**config.mk**
```make
export PLATFORM = sky130hd
export DESIGN_NAME = sci_exec
export DESIGN_NICKNAME = d
export VERILOG_FILES = /design/src/hw/sci_exec.v
export VERILOG_INCLUDE_DIRS = /design/src /design/src/hw
export SDC_FILE = /design/constraint.sdc
export NUM_CORES = 1
export LEC_CHECK = 0
export BUFFER_PORTS_ARGS = -buffer_cell sky130_fd_sc_hd__buf_2
export CAP_MARGIN = 5
export CORE_MARGIN = 2
export CORE_UTILIZATION = 40
export CTS_BUF_LIST = sky130_fd_sc_hd__clkbuf_4 sky130_fd_sc_hd__clkbuf_8
export CTS_CLUSTER_SIZE = 10
export DETAILED_ROUTE_END_ITERATION = 6
export GPL_ROUTABILITY_DRIVEN = 1
export GPL_TIMING_DRIVEN = 0
export PLACE_DENSITY = 0.65
export REMOVE_ABC_BUFFERS = 1
export SYNTH_ARGS = -nofsm -noshare
export SYNTH_HDL_FRONTEND = slang
export SYNTH_SLANG_ARGS = --single-unit
export TNS_END_PERCENT = 20
```
**constraint.sdc**
```tcl
create_clock -name i_ref_clk -period 2.3 [get_ports i_ref_clk]
set_clock_uncertainty 0.15 [all_clocks]
set_input_delay 0.46 -clock i_ref_clk [delete_from_list [all_inputs] [get_ports i_ref_clk]]
set_output_delay 0.46 -clock i_ref_clk [all_outputs]
set_load 0.005 [all_outputs]
```
**src/hw/sci_defs.vh**
```
// sci_defs.vh: constants for the system-control instruction execution block
// assumes: included by the design, the checker and the bench; no processes here
`ifndef SCI_DEFS_VH
`define SCI_DEFS_VH
// widths
`define SCI_PC_W         12
`define SCI_SP_W         8
`define SCI_DW           8
// operation codes presented on i_op
`define SCI_OP_W         4
`define SCI_OP_IDLE      4'h0
`define SCI_OP_JUMP      4'h1
`define SCI_OP_INVOKE    4'h2
`define SCI_OP_BACK_IMM  4'h3
`define SCI_OP_BACK      4'h4
`define SCI_OP_LEAVE_ISR 4'h5
`define SCI_OP_CJUMP     4'h6
`define SCI_OP_IRQ_ON    4'h7
`define SCI_OP_IRQ_OFF   4'h8
`define SCI_OP_FULL_HALT 4'h9
`define SCI_OP_CORE_HALT 4'ha
`define SCI_OP_RESET     4'hb
`define SCI_OP_WD_CLEAR  4'hc
// stack pointer step per saved return address
`define SCI_SP_STEP      8'h02
// reset values
`define SCI_PC_RST       12'h000
`define SCI_SP_RST       8'h00
`define SCI_ACC_RST      8'h00
`define SCI_FLAGS_RST    4'h0
`define SCI_GIE_RST      1'b0
`define SCI_RDY_RST      1'b1
`define SCI_OSC_RST      1'b1
`define SCI_CLKEN_RST    1'b1
// flag field positions in o_flags
`define SCI_FLAG_Z       0
`define SCI_FLAG_C       1
`define SCI_FLAG_AC      2
`define SCI_FLAG_OV      3
`endif

```
**src/hw/sci_exec.v**
```verilog
// sci_exec.v: execution of the system-control instruction group
// assumes: i_op_valid is seen only while o_ready is high; the stack memory
// answers a read in the same cycle (combinational i_stk_rdata for o_stk_addr);
// o_chip_rst is meant to drive the chip reset back into i_rst_n, and until
// that reset arrives the core stays halted and ignores the wake line
`timescale 1ns/1ps
`include "sci_defs.vh"

module sci_exec (
	input  wire                  i_ref_clk,    // core system clock, 50 MHz
	input  wire                  i_rst_n,      // synchronous reset, active low
	input  wire                  i_op_valid,   // instruction present this cycle
	input  wire [`SCI_OP_W-1:0]  i_op,         // decoded system-control operation
	input  wire [`SCI_PC_W-1:0]  i_target,     // jump / invoke target address
	input  wire [`SCI_DW-1:0]    i_imm,        // immediate for return with value
	input  wire [`SCI_PC_W-1:0]  i_stk_rdata,  // stack slot contents at o_stk_addr
	input  wire                  i_wake,       // wake-up event ends a core or full halt, not the soft-reset halt
	input  wire [3:0]            i_flags_in,   // flags from the arithmetic unit
	input  wire                  i_flags_we,   // arithmetic unit writes flags
	input  wire [`SCI_DW-1:0]    i_acc_in,     // work register a from other units
	input  wire                  i_acc_we,     // other units write work register a
	output reg                   o_ready,      // accepts an instruction this cycle
	output reg  [`SCI_PC_W-1:0]  o_pc,         // instruction counter
	output reg  [`SCI_SP_W-1:0]  o_sp,         // stack top pointer
	output reg  [`SCI_DW-1:0]    o_acc,        // work register a
	output reg  [3:0]            o_flags,      // z, c, ac, ov
	output reg                   o_gie,        // global interrupt enable
	output reg  [`SCI_SP_W-1:0]  o_stk_addr,   // stack slot address
	output reg  [`SCI_PC_W-1:0]  o_stk_wdata,  // return address to store
	output reg                   o_stk_we,     // stack write strobe, one cycle
	output reg                   o_osc_run,    // oscillators enabled
	output reg                   o_sysclk_en,  // system clock gate enable
	output reg                   o_chip_rst,   // chip-wide soft reset pulse
	output reg                   o_wdt_clr     // watchdog restart pulse
);

	////////////////////////////////////////////////////////////////////////
	localparam ST_RUN  = 2'b00;
	localparam ST_WAIT = 2'b01;
	localparam ST_HALT = 2'b10;

	reg  [1:0]             state;
	reg  [1:0]             next_state;
	reg  [`SCI_PC_W-1:0]   next_pc;
	reg  [`SCI_SP_W-1:0]   next_sp;
	reg  [`SCI_DW-1:0]     next_acc;
	reg                    next_gie;
	reg                    next_ready;
	reg  [`SCI_SP_W-1:0]   next_stk_addr;
	reg  [`SCI_PC_W-1:0]   next_stk_wdata;
	reg                    next_stk_we;
	reg                    next_osc_run;
	reg                    next_sysclk_en;
	reg                    next_chip_rst;
	reg                    next_wdt_clr;
	reg                    ret_pend;
	reg                    next_ret_pend;
	reg                    ret_gie;
	reg                    next_ret_gie;
	reg                    soft_rst_hold;       // soft reset issued, waiting for chip reset
	reg                    next_soft_rst_hold;

	function [`SCI_PC_W-1:0] pc_inc;
		input [`SCI_PC_W-1:0] pc;
		begin
			pc_inc = pc + {{(`SCI_PC_W-1){1'b0}}, 1'b1};
		end
	endfunction

	// the stack pointer wraps silently: nesting deeper than the stack overwrites slots
	function [`SCI_SP_W-1:0] sp_push;
		input [`SCI_SP_W-1:0] sp;
		begin
			sp_push = sp + `SCI_SP_STEP;
		end
	endfunction

	function [`SCI_SP_W-1:0] sp_pop;
		input [`SCI_SP_W-1:0] sp;
		begin
			sp_pop = sp - `SCI_SP_STEP;
		end
	endfunction

	////////////////////////////////////////////////////////////////////////
	always @* begin
		next_state     = state;
		next_pc        = o_pc;
		next_sp        = o_sp;
		next_acc       = i_acc_we ? i_acc_in : o_acc;
		next_gie       = o_gie;
		next_ready     = o_ready;
		next_stk_addr  = o_stk_addr;
		next_stk_wdata = o_stk_wdata;
		next_stk_we    = 1'b0;
		next_osc_run   = o_osc_run;
		next_sysclk_en = o_sysclk_en;
		next_chip_rst  = 1'b0;
		next_wdt_clr   = 1'b0;
		next_ret_pend  = 1'b0;
		next_ret_gie   = 1'b0;
		next_soft_rst_hold = soft_rst_hold;
		case (state)
		ST_RUN: begin
			// an instruction offered while not ready is dropped without notice
			if (i_op_valid && o_ready) begin
				case (i_op)
				`SCI_OP_JUMP: begin
					next_pc    = i_target;
					next_ready = 1'b0;
					next_state = ST_WAIT;
				end
				`SCI_OP_INVOKE: begin
					next_stk_addr  = o_sp;
					next_stk_wdata = pc_inc(o_pc);
					next_stk_we    = 1'b1;
					next_sp        = sp_push(o_sp);
					next_pc        = i_target;
					next_ready     = 1'b0;
					next_state     = ST_WAIT;
				end
				`SCI_OP_BACK_IMM, `SCI_OP_BACK, `SCI_OP_LEAVE_ISR: begin
					if (i_op == `SCI_OP_BACK_IMM)
						next_acc = i_imm;
					next_sp       = sp_pop(o_sp);
					next_stk_addr = sp_pop(o_sp);
					next_ret_pend = 1'b1;
					next_ret_gie  = (i_op == `SCI_OP_LEAVE_ISR);
					next_ready    = 1'b0;
					next_state    = ST_WAIT;
				end
				`SCI_OP_CJUMP: begin
					next_pc    = o_pc + {{(`SCI_PC_W-`SCI_DW){1'b0}}, o_acc};
					next_ready = 1'b0;
					next_state = ST_WAIT;
				end
				`SCI_OP_IRQ_ON: begin
					next_gie = 1'b1;
					next_pc  = pc_inc(o_pc);
				end
				`SCI_OP_IRQ_OFF: begin
					next_gie = 1'b0;
					next_pc  = pc_inc(o_pc);
				end
				`SCI_OP_FULL_HALT: begin
					next_osc_run   = 1'b0;
					next_sysclk_en = 1'b0;
					next_ready     = 1'b0;
					next_pc        = pc_inc(o_pc);
					next_state     = ST_HALT;
				end
				`SCI_OP_CORE_HALT: begin
					next_sysclk_en = 1'b0;
					next_ready     = 1'b0;
					next_pc        = pc_inc(o_pc);
					next_state     = ST_HALT;
				end
				`SCI_OP_RESET: begin
					// the pulse is fed back to the chip reset, which clears this block too
					next_chip_rst = 1'b1;
					next_soft_rst_hold = 1'b1;
					next_ready    = 1'b0;
					next_state    = ST_HALT;
				end
				`SCI_OP_WD_CLEAR: begin
					next_wdt_clr = 1'b1;
					next_pc      = pc_inc(o_pc);
				end
				default: begin
					// codes outside the table behave as the idle instruction
					next_pc = pc_inc(o_pc);
				end
				endcase
			end
		end
		ST_WAIT: begin
			// second instruction cycle: stack slot now addressed
			if (ret_pend) begin
				next_pc = i_stk_rdata;
				if (ret_gie)
					next_gie = 1'b1;
			end
			next_ready = 1'b1;
			next_state = ST_RUN;
		end
		ST_HALT: begin
			// halted core only sees the wake line; soft reset waits for chip reset,
			// since waking there would run the reset instruction once more
			if (i_wake && !soft_rst_hold) begin
				next_osc_run   = 1'b1;
				next_sysclk_en = 1'b1;
				next_ready     = 1'b1;
				next_state     = ST_RUN;
			end
		end
		default: begin
			next_state = ST_RUN;
			next_ready = 1'b1;
		end
		endcase
	end

	////////////////////////////////////////////////////////////////////////
	// sequencing: state, handshake and the return bookkeeping
	always @(posedge i_ref_clk) begin
		if (!i_rst_n) begin
			state         <= ST_RUN;
			o_ready       <= `SCI_RDY_RST;
			ret_pend      <= 1'b0;
			ret_gie       <= 1'b0;
			soft_rst_hold <= 1'b0;
		end else begin
			state         <= next_state;
			o_ready       <= next_ready;
			ret_pend      <= next_ret_pend;
			ret_gie       <= next_ret_gie;
			soft_rst_hold <= next_soft_rst_hold;
		end
	end

	////////////////////////////////////////////////////////////////////////
	// program flow
	always @(posedge i_ref_clk) begin
		if (!i_rst_n) begin
			o_pc <= `SCI_PC_RST;
		end else begin
			o_pc <= next_pc;
		end
	end

	////////////////////////////////////////////////////////////////////////
	// stack pointer and stack port; the write strobe lasts one cycle
	always @(posedge i_ref_clk) begin
		if (!i_rst_n) begin
			o_sp        <= `SCI_SP_RST;
			o_stk_addr  <= `SCI_SP_RST;
			o_stk_wdata <= `SCI_PC_RST;
			o_stk_we    <= 1'b0;
		end else begin
			o_sp        <= next_sp;
			o_stk_addr  <= next_stk_addr;
			o_stk_wdata <= next_stk_wdata;
			o_stk_we    <= next_stk_we;
		end
	end

	////////////////////////////////////////////////////////////////////////
	// work register a: the immediate return wins over another unit's write
	always @(posedge i_ref_clk) begin
		if (!i_rst_n) begin
			o_acc <= `SCI_ACC_RST;
		end else begin
			o_acc <= next_acc;
		end
	end

	////////////////////////////////////////////////////////////////////////
	// flags follow only the arithmetic unit, never this group
	always @(posedge i_ref_clk) begin
		if (!i_rst_n) begin
			o_flags <= `SCI_FLAGS_RST;
		end else if (i_flags_we) begin
			o_flags <= i_flags_in;
		end
	end

	////////////////////////////////////////////////////////////////////////
	// interrupt enable, clock gating and the one-cycle pulses;
	// the gating outputs are levels held until a wake
	always @(posedge i_ref_clk) begin
		if (!i_rst_n) begin
			o_gie       <= `SCI_GIE_RST;
			o_osc_run   <= `SCI_OSC_RST;
			o_sysclk_en <= `SCI_CLKEN_RST;
			o_chip_rst  <= 1'b0;
			o_wdt_clr   <= 1'b0;
		end else begin
			o_gie       <= next_gie;
			o_osc_run   <= next_osc_run;
			o_sysclk_en <= next_sysclk_en;
			o_chip_rst  <= next_chip_rst;
			o_wdt_clr   <= next_wdt_clr;
		end
	end

endmodule // sci_exec

```
; ---- Yosys cells after proc, flatten, opt, wreduce, memory -nomap -nowiden
; Index checks and enable logic that the tools add are counted.
[classes]
div = 0
bitwise_logic = 0
n_mul = 0
n_shift = 0
n_reduce_logical = 25
order_cmp = 0
n_eq_ne = 24
n_mux = 34
n_addsub = 4
[ops]
columns = operator, n
row1 = $mux 8, 5
row2 = $pmux 12 s3, 1
row3 = $pmux 8 s2, 2
row4 = $mux 12, 2
row5 = $pmux 12 s2, 1
row6 = $eq 4x4->1 const B, 5
row7 = $reduce_and 3->1, 6
row8 = $eq 4x3->1 const B, 4
row9 = $reduce_and 4->1, 4
row10 = $mux 1, 14
row11 = $ne 2x2->1 const B, 7
row12 = $add 12x1->12 const B, 1
row13 = $add 12x8->12, 1
row14 = $pmux 1 s2, 5
row15 = $reduce_or 9->1, 1
row16 = $add 8x2->8 const B, 1
row17 = $eq 4x2->1 const B, 2
row18 = $pmux 2 s2, 2
row19 = $sub 8x2->8 const B, 1
row20 = $reduce_bool 2->1, 3
row21 = $reduce_or 3->1, 2
row22 = $reduce_or 6->1, 1
row23 = $reduce_and 5->1, 1
row24 = $eq 4x1->1 const B, 1
row25 = other kinds (11), 14
[word_totals]
mem_bits_rw = 0
latch_bits = 0
rom_bits = 0
n_memories = 0
ff_bits = 64
in_bits = 54

; ---- Depth between registers and ports, before layout
; Gate-level depths: netlist (run 1).
[logic_depth]
ltp_word = 5
depth_mapped = 9
mapped_depth_nobuf = 7

; ---- Worst setup path before layout (run 1)
; No wires, ideal clock.
[synth_timing]
path_type = input -> register
startpoint = in i_op[3]
endpoint = reg o_pc[7]
slack_ns = 0.138
n_path_buf = 2
arrival_time_ns = 1.882
required_ns = 2.019
setup_ns = 0.131
cell_stages = 8
path_cell_list = nand2b_1 or3b_2 clkbuf_1 nand2b_1 buf_2 nor2_1 a221oi_1 o211ai_1
[synth_via]
elab_chain_len = 5
[synth_lines]
columns = element, line
row1 = "start, declared", sci_exec.v:13  ; input wire [`SCI_OP_W-1:0] i_op,
row2 = $eq 4x2->1 (tied with other cells), -
row3 = $reduce_or 4->1 (no source line) or $reduce_or 2->1 (tied branches), -
row4 = $pmux 12 s3, sci_exec.v:107  ; case (i_op)
row5 = $mux 12, sci_exec.v:106  ; if (i_op_valid && o_ready) begin
row6 = $pmux 12 s2, sci_exec.v:103  ; case (state)
row7 = "end signal, assigned", sci_exec.v:225  ; o_pc <= `SCI_PC_RST;
row8 = "end signal, assigned", sci_exec.v:227  ; o_pc <= next_pc;
row9 = "end, declared", sci_exec.v:23  ; output reg [`SCI_PC_W-1:0] o_pc,
; Parallel ways exist; a longest one is shown, timed or not. The select of a mux whose other input is x is not followed.
; A chain may end at the register's enable or synchronous reset.

; ---- Final worst setup path (run 1)
[layout_timing]
startpoint = reg o_pc[0]
endpoint = reg o_pc[8]
[layout_via]
elab_chain_len = 4
[layout_lines]
columns = element, line
row1 = $add 12x1->12 or $add 12x8->12 (tied branches), "sci_exec.v:66, sci_exec.v:133"
row2 = $pmux 12 s3 *, sci_exec.v:107
row3 = $mux 12 *, sci_exec.v:106
row4 = $pmux 12 s2 *, sci_exec.v:103
; Every way passes the cells marked *; elsewhere a longest branch is shown, timed or not. The select of a mux whose other input is x is not followed.

==> results of run 1 <==
==> worst min path at each step <==
stage | from | end | slack (ns) | cells after the start
2_1_floorplan | soft_rst_hold | soft_rst_hold | 0.29 | 1
3_5_place_dp | o_osc_run | o_osc_run | 0.30 | 1
4_1_cts | i_flags_in[3] | o_flags[3] | 0.19 | 3
5_1_grt | i_flags_in[3] | o_flags[3] | 0.20 | 3
6_report | i_flags_in[3] | o_flags[3] | 0.20 | 3
3_3_place_gp | o_osc_run | o_osc_run | 0.29 | 1
==> repair_timing <==
item	CTS	global route
resized for setup	7	17
cloned	0	1
pin swaps	0	2
endpoints found under the setup margin	34	33
==> final cells by class <==
class                      count  area [µm²]
clock buffer                  13         166
clock inverter                 3        42.5
fill                         871        4250
inverter                       7        30.0
multi-input combinational    334        2230
sequential                    62        1240
tap                          108         135
timing repair buffer         111         581
==> cells in the mapped netlist, types with 2 or more instances <==
cell type / n
o211ai_1: 12
inv_1: 6
nor4_1: 7
nor3_1: 13
or3b_2: 2
buf_4: 3
a211oi_1: 24
o21ai_0: 20
nand3_1: 15
dfxtp_1: 62
ha_1: 13
a21o_1: 4
buf_2: 9
nand2b_1: 9
nor2_1: 52
a21oi_1: 36
or3_1: 4
o32ai_1: 2
o2111ai_1: 3
nand2_1: 29
mux2i_1: 14
and2_1: 2
xnor2_1: 18
buf_6: 2
o221ai_1: 4
nand4_1: 5
nor2b_1: 2
xor2_1: 10
o21bai_1: 2
clkbuf_1: 17
a22oi_1: 3
or2_2: 2
==> through the flow <==
stage | instance area (µm²) | power, mW | hold WS, ns | worst slack, ns | std cells
floorplan | 3400 | 1.45 | 0.291 | -0.0616 | 402
global placement | 4090 | 1.64 | 0.287 | -1.19 | 620
detailed placement | 4120 | 1.65 | 0.305 | -0.708 | 621
CTS | 4360 | 2.69 | 0.185 | 0.0114 | 637
global route | 4430 | 2.82 | 0.205 | -0.0610 | 638
finish | 4430 | 2.69 | 0.199 | 0.107 | 638
==> power by group through the flow <==
stage | logic (mW) | clock network [mW] | registers (mW)
2_1_floorplan | 0.255 | 0 | 1.20
3_3_place_gp | 0.432 | 0 | 1.20
3_5_place_dp | 0.444 | 0 | 1.21
4_1_cts | 0.458 | 1.05 | 1.18
5_1_grt | 0.527 | 1.10 | 1.19
6_report | 0.471 | 1.03 | 1.18
==> state kept, by name, summed over array words and instances, names as in the netlist, 2 cells and up <==
signal       count
o_acc            8
o_flags          4
o_pc            12
o_sp             7
o_stk_addr       7
o_stk_wdata     12
state            2
==> cell families (layout without fill, tap and decap cells) <==
group | after synthesis | in the layout | synth area share, %
fa+ha+maj | 14 | 14 | 5.14
compound gates | 123 | 123 | 22.8
buf+inv | 39 | 134 | 5.17
flops | 62 | 62 | 34.9
simple gates | 152 | 153 | 21.1
mux | 14 | 14 | 3.94
xor+xnor | 28 | 28 | 6.89
other cells | 1 | 2 | 0.105
==> critical path, stage by stage (launching register included) <==
cell and delay [ns]:
dfxtp_1 0.39, ha_1 0.27, fa_1 0.43, a31o_2 0.26, a21oi_2 0.22, nor3_1 0.07, nor3_1 0.19, o32ai_1 0.10
==> routing by layer <==
layer	share of wire (%)	wire, µm
met1	44	4630
met2	48	5020
met3	6.4	668
met4	1.8	188
met5	0	0
==> flow_metrics.tcl, run 1 <==
set metrics [dict create \
    status "complete, no violations" \
    clock.fmax_mhz 456 \
    die_h_um 98.3 \
    cp_max_fo 8 \
    cts_tree "done" \
    post-route-period-util_pct 95.3 \
    use_met2_pct 34.9 \
    n_antenna_cell 0 \
    top_level_ports 113 \
    r2r_start "o_pc[0]" \
    antenna_found_initial 0 \
    min_period_ns 2.19 \
    grt-busiest-layer "met2" \
    clock_path_buffers 2 \
    yosysWarningCount 0 \
    path_clk_slew_ns 0.07 \
    grt_usage_pct 21.5 \
    via_count 3605 \
    drtPass1Iterations 4 \
    hp-class "primary input to register" \
    drt_iter0_drc 206 \
    p_leak_nw 1.86 \
    async_flop_share_pct 0 \
    cp-end-kind "register" \
    ctsHoldBuffers 0 \
    cts_num_sinks 62 \
    grt_pass1_vias 3344 \
    num_rows 34 \
    clock_latency_ns 0.34 \
    netlist.area_leader.share_pct 34.9 \
    wl_per_cell_um 16.5 \
    fp.coreArea_um2 8680 \
    final_cell_mix "buf_2, dfxtp_1, nor2_1" \
    tns_ns 0 \
    synth_area_um2 3560 \
    numCtsBuffers 9 \
    rsz0062_at_grt "true" \
    intPower_mw 1.91 \
    post_cts_buffers 0 \
    cts-root-buf "clkbuf_8" \
    synth.distinct_cells 59 \
    hold_viol 0 \
    maxCapViolCount 0 \
    ir_drop_v 0.000460 \
    r2r_cells 7 \
    dieArea_um2 9660 \
    drv_slew 0 \
    crit_path_end "o_pc[8]" \
    grt_start_max_net_pins 27 \
    p_comb_share_pct 17.5 \
    drive_gt1_share_pct 28.5 \
    grt_pass1_wl_mm 16.8 \
    viasPerCell 5.65 \
    htreeDepth 3 \
    fin_nets 593 \
    layout_commonest_cell "buf_2" \
    pwr-share-clk_pct 38.4 \
    use_met1_pct 28.6 \
    port_buffers 110 \
    seq_area_frac_synth_pct 34.9 \
    drtAntennaViolNets 0 \
    setup_violations 0 \
    power_switching_mw 0.774 \
    slew_headroom_pct 50.5 \
    die_x_um 98.3 \
    drt-total-wl_mm 10.5 \
    p_sw_share_pct 28.8 \
    synth.area.top_cells "dfxtp_1, nor2_1, a21oi_1, a211oi_1, ha_1" \
    ys.flop_type "dfxtp_1" \
    required_ns 2.38 \
    crit_start "o_pc[0]" \
    area_growth_pct 24.5 \
    yosysTopAreaCell "dfxtp_1" \
    finish.utilization_pct 51.0 \
    synthCells 433 \
    regToRegSetupSlack_ns 0.11 \
    synth_edf_count 0 \
    drc 0 \
    dp_hpwl_mm 7.25 \
    use_met3_pct 3.79 \
    syn_avg_cell_area_um2 8.22 \
    critPathKind "register to register" \
    seq_power_share_pct 44.1 \
    tightest_slew_ns 0.739 \
    powerDensity_nw_per_um2 607 \
    cp.arrival_ns 2.27 \
    synth_seq_cells 62 \
    cp-start-kind "register" \
    start_util_pct 41.0 \
    gp_congestion 0.843 \
    grt_overflow 0 \
    r2r-end "o_pc[8]" \
]
Note: power is estimated with default switching activity, not from simulation.
==> run 2: changes to the inputs <==
--- a/config.mk
+++ b/config.mk
@@ -17,6 +17,7 @@
 export GPL_TIMING_DRIVEN = 0
 export PLACE_DENSITY = 0.65
 export REMOVE_ABC_BUFFERS = 1
+export SETUP_SLACK_MARGIN = 0.15
 export SYNTH_ARGS = -nofsm -noshare
 export SYNTH_HDL_FRONTEND = slang
 export SYNTH_SLANG_ARGS = --single-unit
==> flow_metrics.tcl, run 2 (same netlist as run 1, synthesis figures left out) <==
set metrics [dict create \
    worstHoldStart "i_flags_in[3]" \
    dpl_worst_slack_ns -0.708 \
    drt-total-wl_mm 10.8 \
    hold_viol 0 \
    grt_pass1_wl_mm 17.0 \
    critPathSlowestCell "or3b_2" \
    fillers 867 \
    die_x_um 98.3 \
    via_count 3657 \
    intPower_mw 1.94 \
    fin_nets 605 \
    cp.arrival_ns 2.26 \
    min_period_ns 2.19 \
    die_h_um 98.3 \
    multiInputGateArea_um2 2260 \
    path_clk_slew_ns 0.07 \
    clock.fmax_mhz 457 \
    final_cell_mix "buf_2, dfxtp_1, nor2_1" \
    rsz0062_at_grt "true" \
    n_antenna_cell 0 \
    drt_iter0_drc 174 \
    htreeDepth 3 \
    status "complete, no violations" \
    p_comb_share_pct 18.5 \
    cp-start-kind "primary input" \
    powerDensity_nw_per_um2 597 \
    grt_overflow 0 \
    worst_slack_ns 0.111 \
    ir_drop_v 0.000459 \
    cts_num_sinks 62 \
    fp.coreArea_um2 8680 \
    top_regs "o_pc: 12 flops, o_stk_wdata: 12 flops, o_acc: 8 flops" \
    drv_slew 0 \
    grt_usage_pct 21.6 \
    antenna_found_initial 0 \
    top_level_ports 113 \
    drtAntennaViolNets 0 \
    grt_pass1_vias 3366 \
    power_switching_mw 0.793 \
    cp-end-kind "register" \
    clock_latency_ns 0.34 \
    dpl_cell_area_um2 4120 \
    crit_chain "buf_2 -> nand2b_1 -> or3b_2 -> nand2b_4 -> a2bb2oi_1 -> a311o_1 -> o221ai_1" \
    r2r_cells 7 \
    regToRegSetupSlack_ns 0.14 \
    maxCapViolCount 0 \
    dp_hpwl_mm 7.25 \
    p_sw_share_pct 29.0 \
    gp_congestion 0.843 \
    post-route-period-util_pct 95.2 \
    required_ns 2.37 \
    slew_headroom_pct 51.7 \
    cts-root-buf "clkbuf_8" \
    port_buffers 110 \
    viasPerCell 5.63 \
    cp_max_fo 12 \
    numCtsBuffers 9 \
    critPathKind "primary input to register" \
    layout_commonest_cell "buf_2" \
    drive_gt1_share_pct 30.8 \
    cpPeakStageDelay_ns 0.64 \
    cts_tree "done" \
    min_path_cells 3 \
    hold_path_end "o_flags[3]" \
    num_rows 34 \
    grt_start_max_net_pins 27 \
    drtPass1Iterations 4 \
    wl_per_cell_um 16.6 \
    start_util_pct 41.0 \
    seq_power_share_pct 43.4 \
    r2r_start "o_pc[0]" \
    dieArea_um2 9660 \
    clock_path_buffers 2 \
    area_growth_pct 28.6 \
    final_cell_area_um2 4570 \
    hp-class "primary input to register" \
    setup_violations 0 \
    p_leak_nw 1.93 \
    seqCellArea_um2 1240 \
    pwr-share-clk_pct 38.1 \
    tightest_slew_ns 0.724 \
    drc 0 \
    r2r-end "o_pc[7]" \
]
[run 2: worst max path at each step]
| stage | endpoint | startpoint | slack [ns] |
|---|---|---|---|
| floorplan | o_pc[11] | i_op[1] | -0.06 |
| global placement | o_pc[11] | i_op[1] | -1.19 |
| detailed placement | o_sp[4] | i_op_valid | -0.71 |
| CTS | o_stk_wdata[6] | state[1] | 0.07 |
| global route | o_pc[11] | i_op[3] | 0.04 |
| finish | o_pc[11] | i_op[3] | 0.11 |
[run 2: critical path: cells and delay by family]
family,cells,cell delay [ns]
AND/OR/NAND/NOR,3,1.12
buffers and inverters,1,0.21
AO/OA/AOI/OAI,3,0.47
[run 2: power groups by stage]
stage,Clock (mW),Combinational [mW],Sequential (mW)
2_1_floorplan,0,0.255,1.20
3_3_place_gp,0,0.432,1.20
3_5_place_dp,0,0.444,1.21
4_1_cts,1.05,0.460,1.18
5_1_grt,1.10,0.561,1.19
6_report,1.04,0.506,1.18
[run 2: per-stage QoR]
step | TNS (ns) | util (%) | power [mW] | hold WS, ns | cells
2_1_floorplan | -0.0951 | - | 1.45 | 0.291 | 402
3_3_place_gp | -33.47 | 47.1 | 1.64 | 0.287 | 620
3_5_place_dp | -14.13 | 47.5 | 1.65 | 0.305 | 621
4_1_cts | 0 | 50.5 | 2.69 | 0.185 | 637
5_1_grt | 0 | 52.7 | 2.85 | 0.205 | 650
6_report | 0 | 52.7 | 2.73 | 0.197 | 650
[run 2: metal layers]
layer	track usage [%]	routed length (µm)	up-vias
li1	-	-	1779
met1	28.8	4890	1728
met2	35.2	5020	134
met3	3.79	686	16
met4	7.80	191	0
met5	0	0	-
[run 2: cell type report]
cell class              instances  share of cell area, %
inverters                       7                  0.739
well taps                     108                   2.95
multi-input cells             335                   49.5
clock inverters                 3                  0.930
clock buffers                  13                   3.64
flip-flops and latches         62                   27.2
repair buffers                122                   15.1
[run 2: timing repair]
| item | in CTS | in global routing |
|---|---|---|
| hold buffers | 0 | 0 |
| endpoints found under the setup margin | 45 | 43 |
| cloned | 0 | 2 |
| gates resized for setup | 13 | 17 |
| setup buffers | 0 | 11 |
| pin swaps | 2 | 6 |
==> run 3: changes to the inputs <==
--- a/config.mk
+++ b/config.mk
@@ -6,6 +6,7 @@
 export SDC_FILE = /design/constraint.sdc
 export NUM_CORES = 1
 export LEC_CHECK = 0
+export ABC_AREA = 1
 export BUFFER_PORTS_ARGS = -buffer_cell sky130_fd_sc_hd__buf_2
 export CAP_MARGIN = 5
 export CORE_MARGIN = 2
@@ -15,7 +16,6 @@
 export DETAILED_ROUTE_END_ITERATION = 6
 export GPL_ROUTABILITY_DRIVEN = 1
 export GPL_TIMING_DRIVEN = 0
-export PLACE_DENSITY = 0.65
 export REMOVE_ABC_BUFFERS = 1
 export SETUP_SLACK_MARGIN = 0.15
 export SYNTH_ARGS = -nofsm -noshare
==> flow_metrics.tcl, run 3 <==
set metrics [dict create \
    status "complete, no violations" \
    seq_power_share_pct 44.4 \
    clock.fmax_mhz 477 \
    num_rows 36 \
    clock_latency_ns 0.35 \
    synth_common_cells "nand2_1, nor2_1, dfxtp_1" \
    grt_pass1_vias 3629 \
    htreeDepth 3 \
    dp_hpwl_mm 8.25 \
    p_sw_share_pct 34.5 \
    dpl_cell_area_um2 4500 \
    area_growth_pct 21.7 \
    dp.cells 803 \
    cpPeakStageDelay_ns 0.38 \
    setup_violations 0 \
    viasPerCell 5.03 \
    drtAntennaViolNets 0 \
    tightest_slew_ns 0.711 \
    cp_max_fo 7 \
    clock_path_buffers 2 \
    grt_usage_pct 20.7 \
    post-route-period-util_pct 91.1 \
    wl_per_cell_um 13.5 \
    cts_tree "done" \
    worst_slack_ns 0.205 \
    drv_slew 0 \
    port_buffers 110 \
    n_antenna_cell 0 \
    synth_seq_cells 62 \
    synthCells 581 \
    yosysWarningCount 0 \
    cp.arrival_ns 2.21 \
    dpl_worst_slack_ns -0.290 \
    start_util_pct 40.6 \
    synth_area_um2 3910 \
    slew_headroom_pct 52.6 \
    drtPass1Iterations 5 \
    die_x_um 103 \
    maxCapViolCount 0 \
    powerDensity_nw_per_um2 575 \
    crit_family "simple AND/OR/NAND/NOR gates" \
    async_flop_share_pct 0 \
    cp-start-kind "register" \
    crit_chain "ha_2 -> fa_2 -> nand3_1 -> nand3_1 -> nand2_1 -> nand2_1 -> xor2_1 -> nand2_1 -> nand2_1 -> nand2_1 -> a21oi_2" \
    pwr-share-clk_pct 32.0 \
    drc 0 \
    yosysTopAreaCell "dfxtp_1" \
    final_cell_mix "nand2_1, buf_2, nor2_1" \
    grt_start_max_net_pins 39 \
    required_ns 2.42 \
    cp-end-kind "register" \
    synth.area.top_cells "dfxtp_1, nand2_1, nor2_1, inv_1, o21ai_0" \
    hold_viol 0 \
    numCtsBuffers 9 \
    fp.coreArea_um2 9640 \
    p_leak_nw 2.37 \
    critPathBufInv 0 \
    dieArea_um2 10600 \
    drt_iter0_drc 159 \
    finish.utilization_pct 49.4 \
    intPower_mw 1.79 \
    grt_pass1_wl_mm 17.0 \
    hp-class "primary input to register" \
    fin_nets 758 \
    seq_area_frac_synth_pct 31.7 \
    cts_num_sinks 62 \
    fin_cells 828 \
    ir_drop_v 0.000269 \
    yosysMostFrequentCell "nand2_1" \
    rsz0062_at_grt "true" \
    top_level_ports 113 \
    ys.flop_type "dfxtp_1" \
    antenna_found_initial 0 \
    ctsHoldBuffers 0 \
    p_comb_share_pct 23.6 \
    syn_avg_cell_area_um2 6.74 \
    path_clk_slew_ns 0.08 \
    critPathKind "register to register" \
    gp_congestion 0.881 \
    timing.critical_path.mode_cell "nand2_1" \
    grt_overflow 0 \
    synth.distinct_cells 41 \
    top_regs "o_pc: 12 flops, o_stk_wdata: 12 flops, o_acc: 8 flops" \
    netlist.area_leader.share_pct 31.7 \
    layout_commonest_cell "nand2_1" \
    drive_gt1_share_pct 27.3 \
    critPathSlowestCell "dfxtp_2" \
    synth_edf_count 0 \
    cts-root-buf "clkbuf_8" \
    min_period_ns 2.10 \
    power_switching_mw 0.944 \
    final_cell_area_um2 4760 \
    drt-total-wl_mm 11.2 \
    die_h_um 103 \
    via_count 4163 \
]
## run 3: metal layers
layer	vias up	GRT usage [%]	part of all wire [%]
li1	2126	-	-
met1	1913	25.4	45
met2	109	36.6	49
met3	15	3.25	4.6
met4	0	7.19	1.7
met5	-	0	0
## run 3: layout make-up
cell class                      count  area [µm²]
Fill cell                        1052        4880
Multi-Input combinational cell    435        2320
Sequential cell                    62        1240
Timing Repair Buffer              116         608
Inverter                           65         249
Tap cell                          133         166
Clock buffer                        9         124
Clock inverter                      7        50.0
Timing Repair inverter              1        5.00
## run 3: final timing paths
kind                 start          to  slack [ns]  cells after the start
max                o_pc[0]     o_pc[8]        0.20                     11
max reg2reg        o_pc[0]     o_pc[8]        0.20                     11
min reg2reg      o_osc_run   o_osc_run        0.31                      2
min          i_flags_in[3]  o_flags[3]        0.18                      3
## run 3: cell families after synthesis
group                      count (synthesis)  synth area share, %
adders and majority gates                 14                 4.67
xor gates and xnor gates                  12                 2.69
AOI/OAI and AO/OA                        112                 16.9
and+or+nand+nor                          285                 31.9
buffers and inverters                     87                 9.78
other                                      1               0.0958
muxes                                      8                 2.30
DFF                                       62                 31.7
## run 3: repair_timing
item,CTS,global route
cloned,0,3
buffers inserted,0,6
endpoints found under the setup margin,10,14
gates resized for setup,4,2
pin swaps,0,2
endpoints found under the hold margin,0,0
## run 3: tightest hold or removal path, cell delays in order
cell and delay [ns]:
buf_2 0.07, nor2_1 0.03, nor2_1 0.08
## run 3: power by group through the flow
| stage | sequential (mW) | clock, mW | combinational [mW] |
|---|---|---|---|
| 6_report | 1.21 | 0.876 | 0.647 |
| 2_1_floorplan | 1.23 | 0 | 0.394 |
| 5_1_grt | 1.23 | 0.943 | 0.727 |
| 4_1_cts | 1.22 | 0.899 | 0.618 |
| 3_5_place_dp | 1.24 | 0 | 0.614 |
| 3_3_place_gp | 1.24 | 0 | 0.603 |
## run 3: through the flow
| stage | power (mW) | hold slack, ns | TNS, ns |
|---|---|---|---|
| after floorplan | 1.62 | 0.292 | 0 |
| after global placement | 1.84 | 0.282 | -1.13 |
| after detailed placement | 1.85 | 0.290 | -1.87 |
| after CTS | 2.73 | 0.168 | 0 |
| after global routing | 2.90 | 0.180 | 0 |
| final | 2.74 | 0.184 | 0 |
